<file path="src/include/rte_pkg.sv">
/*
 * Shared constants and carriers of the 8-bit reload timer / event counter:
 * register offsets, field positions, reset values, APB carriers, state.
 * Assumes a 32-bit APB slave with word-aligned registers.
 */
package rte_pkg;

	// ==========================================================
	// Register map
	localparam int ADDR_W = 12;
	localparam logic [11:0] OFS_MODE = 12'h000;
	localparam logic [11:0] OFS_COUNT = 12'h004;
	localparam logic [11:0] OFS_RELOAD = 12'h008;
	localparam logic [11:0] OFS_DUTY = 12'h00C;
	localparam logic [11:0] OFS_IRQ = 12'h010;

	// ==========================================================
	// Field positions
	localparam int MODE_EN_BIT = 7;
	localparam int MODE_RATE_LSB = 4;
	localparam int MODE_EXT_BIT = 3;
	localparam int MODE_FAST_BIT = 2;
	localparam int MODE_PWM_BIT = 0;
	localparam int IRQ_FLAG_BIT = 0;
	localparam int IRQ_IEN_BIT = 1;

	// ==========================================================
	// Values
	localparam logic [7:0] COUNT_RST = 8'h00;
	localparam logic [7:0] RELOAD_RST = 8'h00;
	localparam logic [7:0] DUTY_RST = 8'h00;
	localparam logic [7:0] COUNT_FULL = 8'hFF;
	localparam logic [15:0] OVF_VECTOR = 16'h000C;
	localparam logic [6:0] PRE_RST = 7'h00;
	localparam logic [6:0] PRE_FULL_MASK = 7'h7F;

	// ==========================================================
	// Carriers
	typedef struct packed {
		logic enable;
		logic [2:0] rate;
		logic ext_sel;
		logic fast_sel;
		logic pwm_en;
	} rte_mode_t;

	localparam rte_mode_t MODE_RST = '{enable: 1'b0, rate: 3'h0, ext_sel: 1'b0,
		fast_sel: 1'b0, pwm_en: 1'b0};

	typedef struct packed {
		logic psel;
		logic penable;
		logic pwrite;
		logic [11:0] paddr;
		logic [31:0] pwdata;
	} rte_apb_req_t;

	typedef struct packed {
		logic pready;
		logic [31:0] prdata;
		logic pslverr;
	} rte_apb_rsp_t;

	typedef struct packed {
		rte_mode_t mode;
		logic [7:0] count;
		logic [7:0] reload_buf;
		logic [7:0] reload_act;
		logic [7:0] duty;
		logic flag;
		logic ien;
		logic [6:0] pre;
		logic [2:0] ev_sync;
		logic pwm;
		logic pwm_oe_n;
		logic irq;
		logic wake;
		logic [15:0] vector;
		rte_apb_rsp_t rsp;
	} rte_state_t;

endpackage

</file>
<file path="src/verilog/rte_timer.sv">
/*
 * 8-bit up timer / event counter with double-buffered auto reload,
 * prescaler, overflow flag, interrupt request and PWM output, as an APB slave.
 * Assumes fcpu_tick and fhosc_tick are one-cycle enables synchronous to
 * ref_clk, and that the event pin is asynchronous.
 */
// The implementer's own choices: the register offsets and the APB slave port.
//
// Notes on behaviour
// Count enable bit holds or advances count.
// Eight-bit up counter, one per tick.
// Rollover FF to 00 sets sticky flag.
// Reload writes buffered, copied on overflow.
// Reload always active while enabled.
// Enabled overflow requests interrupt vector 000C.
// Service software clears the flag itself.
// Software configures before setting enable.
// Runs in green mode, never wakes.
// External select picks event pin, else the prescaled clock.
// Instruction clock divided 128 down to 1.
// Oscillator clock divided 128 down to 1.
// Event source ignores the prescale selection.
// Event count advances on falling edges.
// PWM high at period start, low at compare.
// Software loads counter and reload equally first.
// Overflow beats simultaneous software flag clear.
// Event input synchronised before edge detection.
`timescale 1ns/10ps

module rte_timer #(
	parameter int ADDR_W = rte_pkg::ADDR_W
) (
	input wire logic ref_clk,
	input wire logic rst,
	input wire logic psel,
	input wire logic penable,
	input wire logic pwrite,
	input wire logic [ADDR_W-1:0] paddr,
	input wire logic [31:0] pwdata,
	output logic pready,
	output logic [31:0] prdata,
	output logic pslverr,
	input wire logic fcpu_tick,
	input wire logic fhosc_tick,
	input wire logic event_input_pin,
	input wire logic green_mode,
	output logic pwm_output_pin,
	output logic pwm_output_oe_n,
	output logic overflow_irq,
	output logic [15:0] irq_vector,
	output logic wake_up
);

	// Decode needs the low five address bits; buses wider than 12 bits are rejected
	if (ADDR_W < 5 || ADDR_W > rte_pkg::ADDR_W) begin : g_addr_w_check
		$error("rte_timer: ADDR_W out of range");
	end

	// ==========================================================
	// Helpers
	function automatic logic [6:0] rate_mask(input logic [2:0] rate);
		rate_mask = rte_pkg::PRE_FULL_MASK >> rate;
	endfunction

	function automatic logic [31:0] byte_word(input logic [7:0] b);
		byte_word = {24'h000000, b};
	endfunction

	rte_pkg::rte_state_t st;
	rte_pkg::rte_state_t next_st;
	rte_pkg::rte_apb_req_t req;
	logic [11:0] addr;
	logic wr;
	logic clr_req;
	logic src_tick;
	logic pre_hit;
	logic ev_fall;
	logic cnt_tick;
	logic ovf;
	logic [7:0] inc;

	assign addr = 12'(paddr);
	assign req = '{psel: psel, penable: penable, pwrite: pwrite, paddr: addr, pwdata: pwdata};
	assign wr = req.psel && req.penable && st.rsp.pready && req.pwrite;
	assign clr_req = wr && req.paddr == rte_pkg::OFS_IRQ && !req.pwdata[rte_pkg::IRQ_FLAG_BIT];
	// Only the second and third sync stages feed the edge detector
	assign ev_fall = st.ev_sync[2] && !st.ev_sync[1];
	assign src_tick = st.mode.fast_sel ? fhosc_tick : fcpu_tick;
	assign pre_hit = (st.pre & rate_mask(st.mode.rate)) == rate_mask(st.mode.rate);
	assign cnt_tick = st.mode.enable &&
		(st.mode.ext_sel ? ev_fall : (src_tick && pre_hit));
	assign ovf = cnt_tick && st.count == rte_pkg::COUNT_FULL;
	assign inc = st.count + 8'h01;

	// ==========================================================
	// Next state
	always_comb begin
		next_st = st;
		next_st.ev_sync = {st.ev_sync[1:0], event_input_pin};

		// Prescaler runs on the chosen source; cleared while stopped for a clean start
		if (!st.mode.enable) begin
			next_st.pre = rte_pkg::PRE_RST;
		end else if (!st.mode.ext_sel && src_tick) begin
			next_st.pre = st.pre + 7'h01;
		end

		if (ovf) begin
			next_st.count = st.reload_buf;
			next_st.reload_act = st.reload_buf;
			next_st.pwm = 1'b1;
		end else if (cnt_tick) begin
			next_st.count = inc;
			if (inc == st.duty) begin
				next_st.pwm = 1'b0;
			end
		end
		if (!st.mode.enable) begin
			next_st.pwm = 1'b1;
		end

		// Register writes; a counter write wins over a tick in the same cycle
		if (wr) begin
			unique case (req.paddr)
				rte_pkg::OFS_MODE: begin
					next_st.mode.enable = req.pwdata[rte_pkg::MODE_EN_BIT];
					next_st.mode.rate = req.pwdata[rte_pkg::MODE_RATE_LSB +: 3];
					next_st.mode.ext_sel = req.pwdata[rte_pkg::MODE_EXT_BIT];
					next_st.mode.fast_sel = req.pwdata[rte_pkg::MODE_FAST_BIT];
					next_st.mode.pwm_en = req.pwdata[rte_pkg::MODE_PWM_BIT];
				end
				rte_pkg::OFS_COUNT: next_st.count = req.pwdata[7:0];
				rte_pkg::OFS_RELOAD: next_st.reload_buf = req.pwdata[7:0];
				rte_pkg::OFS_DUTY: next_st.duty = req.pwdata[7:0];
				rte_pkg::OFS_IRQ: next_st.ien = req.pwdata[rte_pkg::IRQ_IEN_BIT];
				default: next_st.rsp.pslverr = st.rsp.pslverr;
			endcase
		end

		// Hardware set beats software clear
		if (ovf) begin
			next_st.flag = 1'b1;
		end else if (clr_req) begin
			next_st.flag = 1'b0;
		end

		next_st.irq = st.flag && st.ien;
		next_st.vector = rte_pkg::OVF_VECTOR;
		next_st.wake = 1'b0;
		next_st.pwm_oe_n = !(st.mode.pwm_en && st.mode.enable);
		if (green_mode) begin
			next_st.wake = 1'b0;
		end

		// APB: answer in the first access cycle, no wait states
		next_st.rsp.pready = req.psel && !req.penable;
		next_st.rsp.pslverr = 1'b0;
		next_st.rsp.prdata = 32'h00000000;
		if (req.psel && !req.penable) begin
			unique case (req.paddr)
				rte_pkg::OFS_MODE: next_st.rsp.prdata = byte_word({st.mode.enable,
					st.mode.rate, st.mode.ext_sel, st.mode.fast_sel, 1'b0, st.mode.pwm_en});
				rte_pkg::OFS_COUNT: next_st.rsp.prdata = byte_word(st.count);
				rte_pkg::OFS_RELOAD: next_st.rsp.prdata = 32'h00000000;
				rte_pkg::OFS_DUTY: next_st.rsp.prdata = byte_word(st.duty);
				rte_pkg::OFS_IRQ: next_st.rsp.prdata = byte_word({6'h00, st.ien, st.flag});
				default: next_st.rsp.pslverr = 1'b1;
			endcase
		end
	end

	always_ff @(posedge ref_clk) begin
		if (rst) begin
			st <= '{mode: rte_pkg::MODE_RST, count: rte_pkg::COUNT_RST,
				reload_buf: rte_pkg::RELOAD_RST, reload_act: rte_pkg::RELOAD_RST,
				duty: rte_pkg::DUTY_RST, flag: 1'b0, ien: 1'b0, pre: rte_pkg::PRE_RST,
				ev_sync: 3'h7, pwm: 1'b1, pwm_oe_n: 1'b1, irq: 1'b0, wake: 1'b0,
				vector: rte_pkg::OVF_VECTOR,
				rsp: '{pready: 1'b0, prdata: 32'h00000000, pslverr: 1'b0}};
		end else begin
			st <= next_st;
		end
	end

	// ==========================================================
	// Outputs
	assign pready = st.rsp.pready;
	assign prdata = st.rsp.prdata;
	assign pslverr = st.rsp.pslverr;
	assign pwm_output_pin = st.pwm;
	assign pwm_output_oe_n = st.pwm_oe_n;
	assign overflow_irq = st.irq;
	assign irq_vector = st.vector;
	assign wake_up = st.wake;
endmodule

</file>
<file path="config.mk">
export PLATFORM = sky130hd
export DESIGN_NAME = rte_timer
export DESIGN_NICKNAME = d
export VERILOG_FILES = /design/src/include/rte_pkg.sv /design/src/verilog/rte_timer.sv
export SDC_FILE = /design/constraint.sdc
export NUM_CORES = 1
export LEC_CHECK = 0
export BUFFER_PORTS_ARGS = -buffer_cell sky130_fd_sc_hd__buf_2
export CORE_MARGIN = 5
export CORE_UTILIZATION = 56
export CTS_BUF_LIST = sky130_fd_sc_hd__clkbuf_2
export CTS_CLUSTER_DIAMETER = 30
export DETAILED_ROUTE_END_ITERATION = 6
export PLACE_DENSITY = 0.95
export SETUP_SLACK_MARGIN = 0.05
export SLEW_MARGIN = 20
export SYNTH_ARGS = -nofsm -noshare
export SYNTH_HDL_FRONTEND = slang
export SYNTH_SLANG_ARGS = --single-unit
</file>
<file path="constraint.sdc">
create_clock -name ref_clk -period 3.4 [get_ports ref_clk]
set_input_delay 0.68 -clock ref_clk [delete_from_list [all_inputs] [get_ports ref_clk]]
set_output_delay 0.68 -clock ref_clk [all_outputs]
set_load 0.05 [all_outputs]
</file>
After elaboration in Yosys (flattened, before gate mapping)
Index checks and enable logic that the tools add are counted.

word-level totals
  register bits after elaboration = 97
  input bits = 53
  output and inout bits = 54
  word-level logic and storage cells = 73

cells by class
  $add $sub $neg = 2
  equal/unequal tests = 7
  shifts and indexed selects = 1
  mux-type cells = 11
  bitwise logic cells = 3
  reduce and logical (&&, ||, !) cells = 29

operator list
  cell                                                                 number
  8-bit two-way mux                                                    4
  8-bit one-hot mux with 4 select lines                                1
  12-bit by 4-bit == test with 1-bit output (second input constant)    2
  16-bit two-way mux                                                   1
  1-bit logical AND                                                    13
  12-bit by 3-bit == test with 1-bit output (second input constant)    1
  12-bit by 5-bit == test with 1-bit output (second input constant)    1
  12-bit logical NOT                                                   1
  2-bit AND reduction                                                  5
  8-bit by 1-bit adder with 8-bit output (second input constant)       1
  8-bit == test                                                        1
  8-bit == test (second input constant)                                1
  7-bit by 1-bit adder with 7-bit output (second input constant)       1
  7-bit bitwise AND                                                    1
  7-bit == test                                                        1
  7-bit by 3-bit right shift with 7-bit output (first input constant)  1
  1-bit logical NOT                                                    5
  1-bit two-way mux                                                    5
  5-bit OR reduction                                                   1
  2-bit OR reduction                                                   2
  3-bit OR reduction                                                   1
  1-bit inverter                                                       2
  2-bit nonzero test                                                   1

Logic depth before layout (Yosys ltp)
Gate-level depths: netlist of the first run.

  word-level depth = 10
  gate-level depth with buffers = 9
  gate-level depth less buffers = 7

Worst setup path after synthesis of the first run
No wires, ideal clock.

  path type = input-to-reg
  from = in paddr[7]
  to = reg st[100] (netlist bit)
  setup time = 0.128 ns
  arrival time = 2.382 ns
  data required time = 3.272 ns
  slack = 0.891 ns
  stages = 7
  buffers on the path = 1
  cells stage by stage = or4_4 nor4_4 nor3b_4 and2_1 buf_6 mux2i_1 nor2_1

between the ends
  cells in the longest elaborated chain, start to end = 2

RTL lines
  element                               line              source
  start, declared                       rte_timer.sv:38   input wire logic [ADDR_W-1:0] paddr,
  12-bit logical NOT                    rte_timer.sv:124  unique case (req.paddr)
  2-bit AND reduction (no source line)  --
  end signal, assigned                  rte_timer.sv:174  st <= '{mode: rte_pkg::MODE_RST, count: rte_pkg::COUNT_RST,
  end signal, assigned                  rte_timer.sv:181  st <= next_st;
  end, declared                         rte_timer.sv:69   rte_pkg::rte_state_t st;

No other way between the ends.
A chain may end at the register's enable or synchronous reset.

Worst setup path after layout of the first run
  from = reg st[90] (netlist bit)
  to = reg st[91] (netlist bit)

between the ends
  cells in the longest elaborated chain, start to end = 5
  elaborated cells on any way between the ends = 7
  classes of those cells = add/sub: 1; eq/ne: 1; mux: 4; reduce/logical: 1

RTL lines
  element                                                                         line                               source
  8-bit by 1-bit adder with 8-bit output / 8-bit == test (equally long branches)  rte_timer.sv:93, rte_timer.sv:92
  8-bit two-way mux / 1-bit logical AND (equally long branches)                   rte_timer.sv:112, rte_timer.sv:92
  8-bit two-way mux (*)                                                           rte_timer.sv:108                   if (ovf) begin
  8-bit two-way mux                                                               rte_timer.sv:124
  16-bit two-way mux (*)                                                          rte_timer.sv:123                   if (wr) begin

Mark *: on every way between the ends. The rest lies on a longest branch, timed or not.

==> flow_summary.json, run 1 <==
{
  "die_w_um": 84.56,
  "yosysSeqAreaShare_pct": 36.01,
  "htree_num_levels": 2,
  "place_area_um2": 3126,
  "vias_per_cell": 5.413,
  "antenna_left": 0,
  "r2r_start": "st[90]",
  "critical_path.endpoint": "st[91]",
  "rsz0062_at_grt": "false",
  "grt_overflow": 0,
  "num_antenna_cells": 0,
  "fin_nets": 428,
  "yosysWarnings": 0,
  "core_area_um2": 5439,
  "die_y_um": 84.56,
  "status": "complete, no violations",
  "power_w": 0.001139,
  "p_leak_nw": 1.310,
  "rr_endpoint": "st[91]",
  "dr.pass1.iters": 5,
  "report.final.slew_viol_count": 0,
  "end_kind": "register",
  "die_area_um2": 7150,
  "routed-via-count": 2414,
  "cp.required_ns": 3.75,
  "finalHoldViolCount": 0,
  "tightest_slew_ns": 0.6678,
  "crit_top_cell": "and4_1",
  "insertion_delay_ns": 0.44,
  "synth_cell_type_count": 50,
  "drc": 0,
  "cts_setup_buffers": 0,
  "grt_pass1_vias": 2339,
  "portBuffers": 40,
  "syn_area_per_cell_um2": 8.869,
  "ir_worst_vdd_v": 0.0002256,
  "fmax_ghz": 0.4064,
  "relSlewSlack_pct": 55.48,
  "grt_use_total_pct": 18.19,
  "cts_buffers": 5,
  "drive_gt1_share_pct": 18.72,
  "min_path_type": "input pin to register",
  "dpl.hpwl_um": 4897,
  "rows": 27,
  "grt_first_pass_wirelength_um": 10740,
  "grt_max_degree": 42,
  "critPathArrivalTime_ns": 2.81,
  "synth_edf_count": 0,
  "async_flop_share_pct": 0,
  "area_delta_synth_final_pct": 2.492,
  "skew_ns": 0.02198,
  "cts_tree": "done",
  "r2r_slack_ns": 0.94,
  "synth_cells": 351,
  "synth_area_um2": 3113,
  "pwr_density_cell_nw_per_um2": 356.9,
  "cts_resized": 0,
  "most-common-layout-cells": "56 x dfxtp_1, 48 x nor2_1, 41 x conb_1",
  "cts.sinks": 56,
  "tns_ns": 0,
  "critPathSlowestCell": "dfxtp_1",
  "postCtsHoldBufs": 0,
  "startpoint_type": "register",
  "post_drt_wl_per_cell_um": 14.54,
  "rr_worst_depth": 6,
  "drt_iter0_markers": 207,
  "worst-setup-path-type": "register to register",
  "ys.flop_type": "dfxtp_1",
  "path_cells": "ha_1 -> and4_1 -> and4_1 -> mux2_2 -> mux2i_1 -> o22ai_1",
  "place_congestion": 0.8076,
  "start_util_pct": 57.23,
  "routed_wirelength_um": 6484,
  "clkTransAtPathRegs_ns": 0.26,
  "ys_ff_latch": 56,
  "post-route-period-util_pct": 72.38,
  "clockBufferDepth": 2,
  "startpoint": "st[90]",
  "crit_fanout": 9,
  "layout_min_cycle_time_ns": 2.461,
  "cap_violations": 0,
  "antenna_found_initial": 0,
  "top_level_ports": 107,
  "layout_commonest_cell": "dfxtp_1",
  "clock-root-buffer": "clkbuf_2",
  "critical-path-max-stage-delay_ns": 0.57,
  "setup_viol": 0,
  "stdcell_area_um2": 3191
}
-- sequential cells by signal (all words and copies together) (netlist names) --
signal,cells
pwm_output_pin,1
pready,1
pwm_output_oe_n,1
st,41
overflow_irq,1
next_st,2
prdata,8
pslverr,1
-- cell usage after synthesis (3+ instances only) --
cell type	number	area, um2
a211oi_1	5	37.54
a21oi_1	8	40.04
a22oi_1	8	60.06
and3_1	6	37.54
buf_2	3	15.01
buf_4	51	382.9
clkbuf_1	13	48.80
dfxtp_1	56	1121
mux2_2	7	78.83
mux2i_1	34	340.3
nand2_1	15	56.30
nand2b_1	5	31.28
nand3_1	5	25.02
nand3b_1	3	22.52
nand4_1	7	43.79
nor2_1	48	180.2
nor2b_1	3	18.77
nor3b_1	4	30.03
o21ai_0	12	60.06
o22ai_1	3	18.77
or2_2	4	25.02
xnor2_1	8	70.07
xor2_1	8	70.07
-- worst max-delay path: cells and delay by family, from the launching register on --
kind            cells  cell delay, ns
fa+ha+maj           1            0.33
compound gates      1            0.09
flops               1            0.57
simple gates        2            0.86
mux                 2            0.52
-- per-layer routing --
layer	GRT usage, %	part of all wire, %
met3	4.612	7.4
met4	7.626	2.3
met5	0	0
met1	21.70	40
met2	30.96	50
-- worst min-delay path by stage --
stage               startpoint     endpoint  slack (ns)  cells after the start
2_1_floorplan      next_st[55]  next_st[56]        0.39                      1
3_3_place_gp       next_st[55]  next_st[56]        0.40                      1
3_5_place_dp       next_st[55]  next_st[56]        0.40                      1
4_1_cts        event_input_pin  next_st[55]        0.39                      2
5_1_grt        event_input_pin  next_st[55]        0.37                      2
6_report       event_input_pin  next_st[55]        0.40                      2
-- cell families (layout without fill, tap and decap cells) --
kind of cell    Yosys count  in the layout  synth area share, %
compound gates           46             46                9.647
xor+xnor                 16             16                4.502
flops                    56             56                36.01
buf+inv                  71             55                15.07
fa+ha+maj                 2              2               0.8037
other cells               2             41               0.2412
simple gates            117            117                20.26
mux                      41             41                13.46
-- power by group --
part           internal [W]  switching, W  leakage (nW)
registers          0.000661   0.000000747         0.452
clock network      0.000126      0.000197        0.0430
logic             0.0000205      0.000133         0.815
total              0.000808      0.000331          1.31
-- final cells by class --
class                      count  area, um2
inverter                       2      7.507
sequential                    56       1121
clock buffer                   6      30.03
clock inverter                 2      35.03
fill                         450       2248
timing repair buffer          45      237.7
multi-input combinational    263       1669
tap                           72      90.09
-- per-stage QoR --
stage                     worst slack [ns]  instances  utilization (%)  hold slack, ns
after floorplan                     0.8909        390                -          0.3895
after detailed placement            0.5606        438            57.46          0.3973
final                               0.9392        446            58.66          0.3969
after global placement              0.6159        438            57.46          0.3971
after CTS                           0.9735        446            58.66          0.3889
after global routing                0.7360        446            58.66          0.3689
Note: power is estimated with default switching activity, not from simulation.
==> run 2: changes to the inputs <==
--- a/config.mk
+++ b/config.mk
@@ -7,11 +7,11 @@
 export LEC_CHECK = 0
 export BUFFER_PORTS_ARGS = -buffer_cell sky130_fd_sc_hd__buf_2
 export CORE_MARGIN = 5
-export CORE_UTILIZATION = 56
+export CORE_UTILIZATION = 47
 export CTS_BUF_LIST = sky130_fd_sc_hd__clkbuf_2
 export CTS_CLUSTER_DIAMETER = 30
 export DETAILED_ROUTE_END_ITERATION = 6
-export PLACE_DENSITY = 0.95
+export PLACE_DENSITY = 0.88
 export SETUP_SLACK_MARGIN = 0.05
 export SLEW_MARGIN = 20
 export SYNTH_ARGS = -nofsm -noshare
==> constraint.sdc (replaced) <==
create_clock -name ref_clk -period 2.05 [get_ports ref_clk]
set_input_delay 0.41 -clock ref_clk [delete_from_list [all_inputs] [get_ports ref_clk]]
set_output_delay 0.41 -clock ref_clk [all_outputs]
set_load 0.05 [all_outputs]
==> run 2 against run 1 <==
  * Power up 68%
  * Combinational power up 70%
  * Die area grew 17%
  * Routed wire length grew 2.6%
  * Hold slack lost 0.29 ns
  * Clock power rose by 71%
  * First-iteration DRC count down 11%
  * Worst setup slack got worse by 0.77 ns
  * Sequential power rose by 66%
  * Utilization shrank 5.5 points
  * Cell area rose by 6.4%
  * Non-clock buffer count grew 20
  * Critical endpoint is now st[98]
==> flow_summary.json, run 2 (same netlist as run 1, synthesis figures left out) <==
{
  "status": "complete, no violations",
  "p_leak_nw": 1.423,
  "regMostFlops": "st",
  "dr.pass1.iters": 5,
  "core_area_um2": 6386,
  "rr_endpoint": "pwm_output_pin",
  "die_w_um": 91.39,
  "die_area_um2": 8351,
  "ir_worst_vdd_v": 0.0005106,
  "pwr_density_cell_nw_per_um2": 563.2,
  "fin_nets": 448,
  "drt_iter0_markers": 184,
  "relSlewSlack_pct": 58.56,
  "stdcell_area_um2": 3395,
  "clock-root-buffer": "clkbuf_2",
  "fmax_ghz": 0.5313,
  "antenna_left": 0,
  "top_level_ports": 107,
  "num_antenna_cells": 0,
  "skew_ns": 0.03209,
  "cts_tree": "done",
  "cap_violations": 0,
  "rsz0062_at_grt": "true",
  "cp.required_ns": 2.45,
  "layout_min_cycle_time_ns": 1.882,
  "place_congestion": 0.8772,
  "post-place-ws_ns": -0.3484,
  "tns_ns": 0,
  "r2r_start": "st[90]",
  "clockBufferDepth": 2,
  "whs_ns": 0.1086,
  "routed-via-count": 2528,
  "tightest_slew_ns": 0.6188,
  "dpl.hpwl_um": 5171,
  "most-common-layout-cells": "49 x dfxtp_1, 48 x nor2_1, 41 x conb_1",
  "critPathArrivalTime_ns": 2.28,
  "grt_use_total_pct": 16.12,
  "rows": 29,
  "die_y_um": 91.39,
  "layout_commonest_cell": "dfxtp_1",
  "routed_wirelength_um": 6651,
  "grt_pass1_vias": 2504,
  "postCtsHoldBufs": 0,
  "vias_per_cell": 5.367,
  "startpoint": "paddr[7]",
  "min_path_type": "input pin to register",
  "cts.sinks": 56,
  "grt_max_degree": 26,
  "insertion_delay_ns": 0.48,
  "portBuffers": 40,
  "cts_buffers": 5,
  "area_delta_synth_final_pct": 9.044,
  "post-route-period-util_pct": 91.81,
  "htree_num_levels": 2,
  "critical_path.endpoint": "st[98]",
  "place_area_um2": 3299,
  "end_kind": "register",
  "startpoint_type": "input pin",
  "crit_fanout": 7,
  "setup_viol": 0,
  "drc": 0,
  "fin_ws_ns": 0.1678,
  "start_util_pct": 48.75,
  "report.final.slew_viol_count": 0,
  "post_drt_wl_per_cell_um": 14.12,
  "drive_gt1_share_pct": 24.87,
  "worst-setup-path-type": "input pin to register",
  "grt_first_pass_wirelength_um": 11250,
  "grt_overflow": 0,
  "clkTransAtPathRegs_ns": 0.26,
  "antenna_found_initial": 0,
  "finalHoldViolCount": 0,
  "rr_worst_depth": 8,
  "r2r_slack_ns": 0.20,
  "largest_reg_flops": 41
}
[run 2: power by group]
| part | internal (W) | switching, W |
|---|---|---|
| logic | 0.0000393 | 0.000221 |
| clock network | 0.000204 | 0.000349 |
| registers | 0.00110 | 0.00000111 |
| total | 0.00134 | 0.000572 |
[run 2: repair_timing]
action | 4_1_cts | 5_1_grt
gates resized for setup | 0 | 10
endpoints found under the setup margin | 0 | 10
setup buffers | 0 | 1
[run 2: final cells by class]
cell class                 instances  area [um2]
multi-input combinational        263        1680
fill                             553        2992
timing repair buffer              65       412.9
clock buffer                       5       25.02
sequential                        56        1130
clock inverter                     3       42.54
inverter                           2       7.507
tap                               77       96.34
[run 2: critical path, cell delays in order]
cell and delay [ns]:
buf_2 0.10, or4_4 0.54, nor4_4 0.27, buf_4 0.18, nor3b_4 0.19, and2_1 0.19, buf_12 0.14, mux2i_1 0.21
nor2_1 0.05
[run 2: metrics by stage]
stage	utilization, %	total power [W]	std cells
after floorplan	-	0.001380	390
after global placement	51.67	0.001371	462
after CTS	52.72	0.001916	470
after global routing	53.15	0.001971	471
after detailed placement	51.67	0.001374	462
final	53.15	0.001912	471
[run 2: worst min path at each step]
stage                     slack (ns)     endpoint             from  depth (start not counted)
final                           0.11  next_st[55]  event_input_pin                          2
after global placement          0.40  next_st[56]      next_st[55]                          1
after detailed placement        0.40  next_st[56]      next_st[55]                          1
after floorplan                 0.39  next_st[56]      next_st[55]                          1
after global routing            0.08  next_st[55]  event_input_pin                          2
after CTS                        0.1  next_st[55]  event_input_pin                          2
[run 2: metal layers]
| layer | up-vias | routed length, um | GRT usage [%] |
|---|---|---|---|
| li1 | 1208 | - | - |
| met5 | - | 0 | 0 |
| met4 | 0 | 109 | 5.257 |
| met2 | 87 | 3361 | 28.22 |
| met3 | 12 | 493 | 3.967 |
| met1 | 1221 | 2688 | 19.18 |
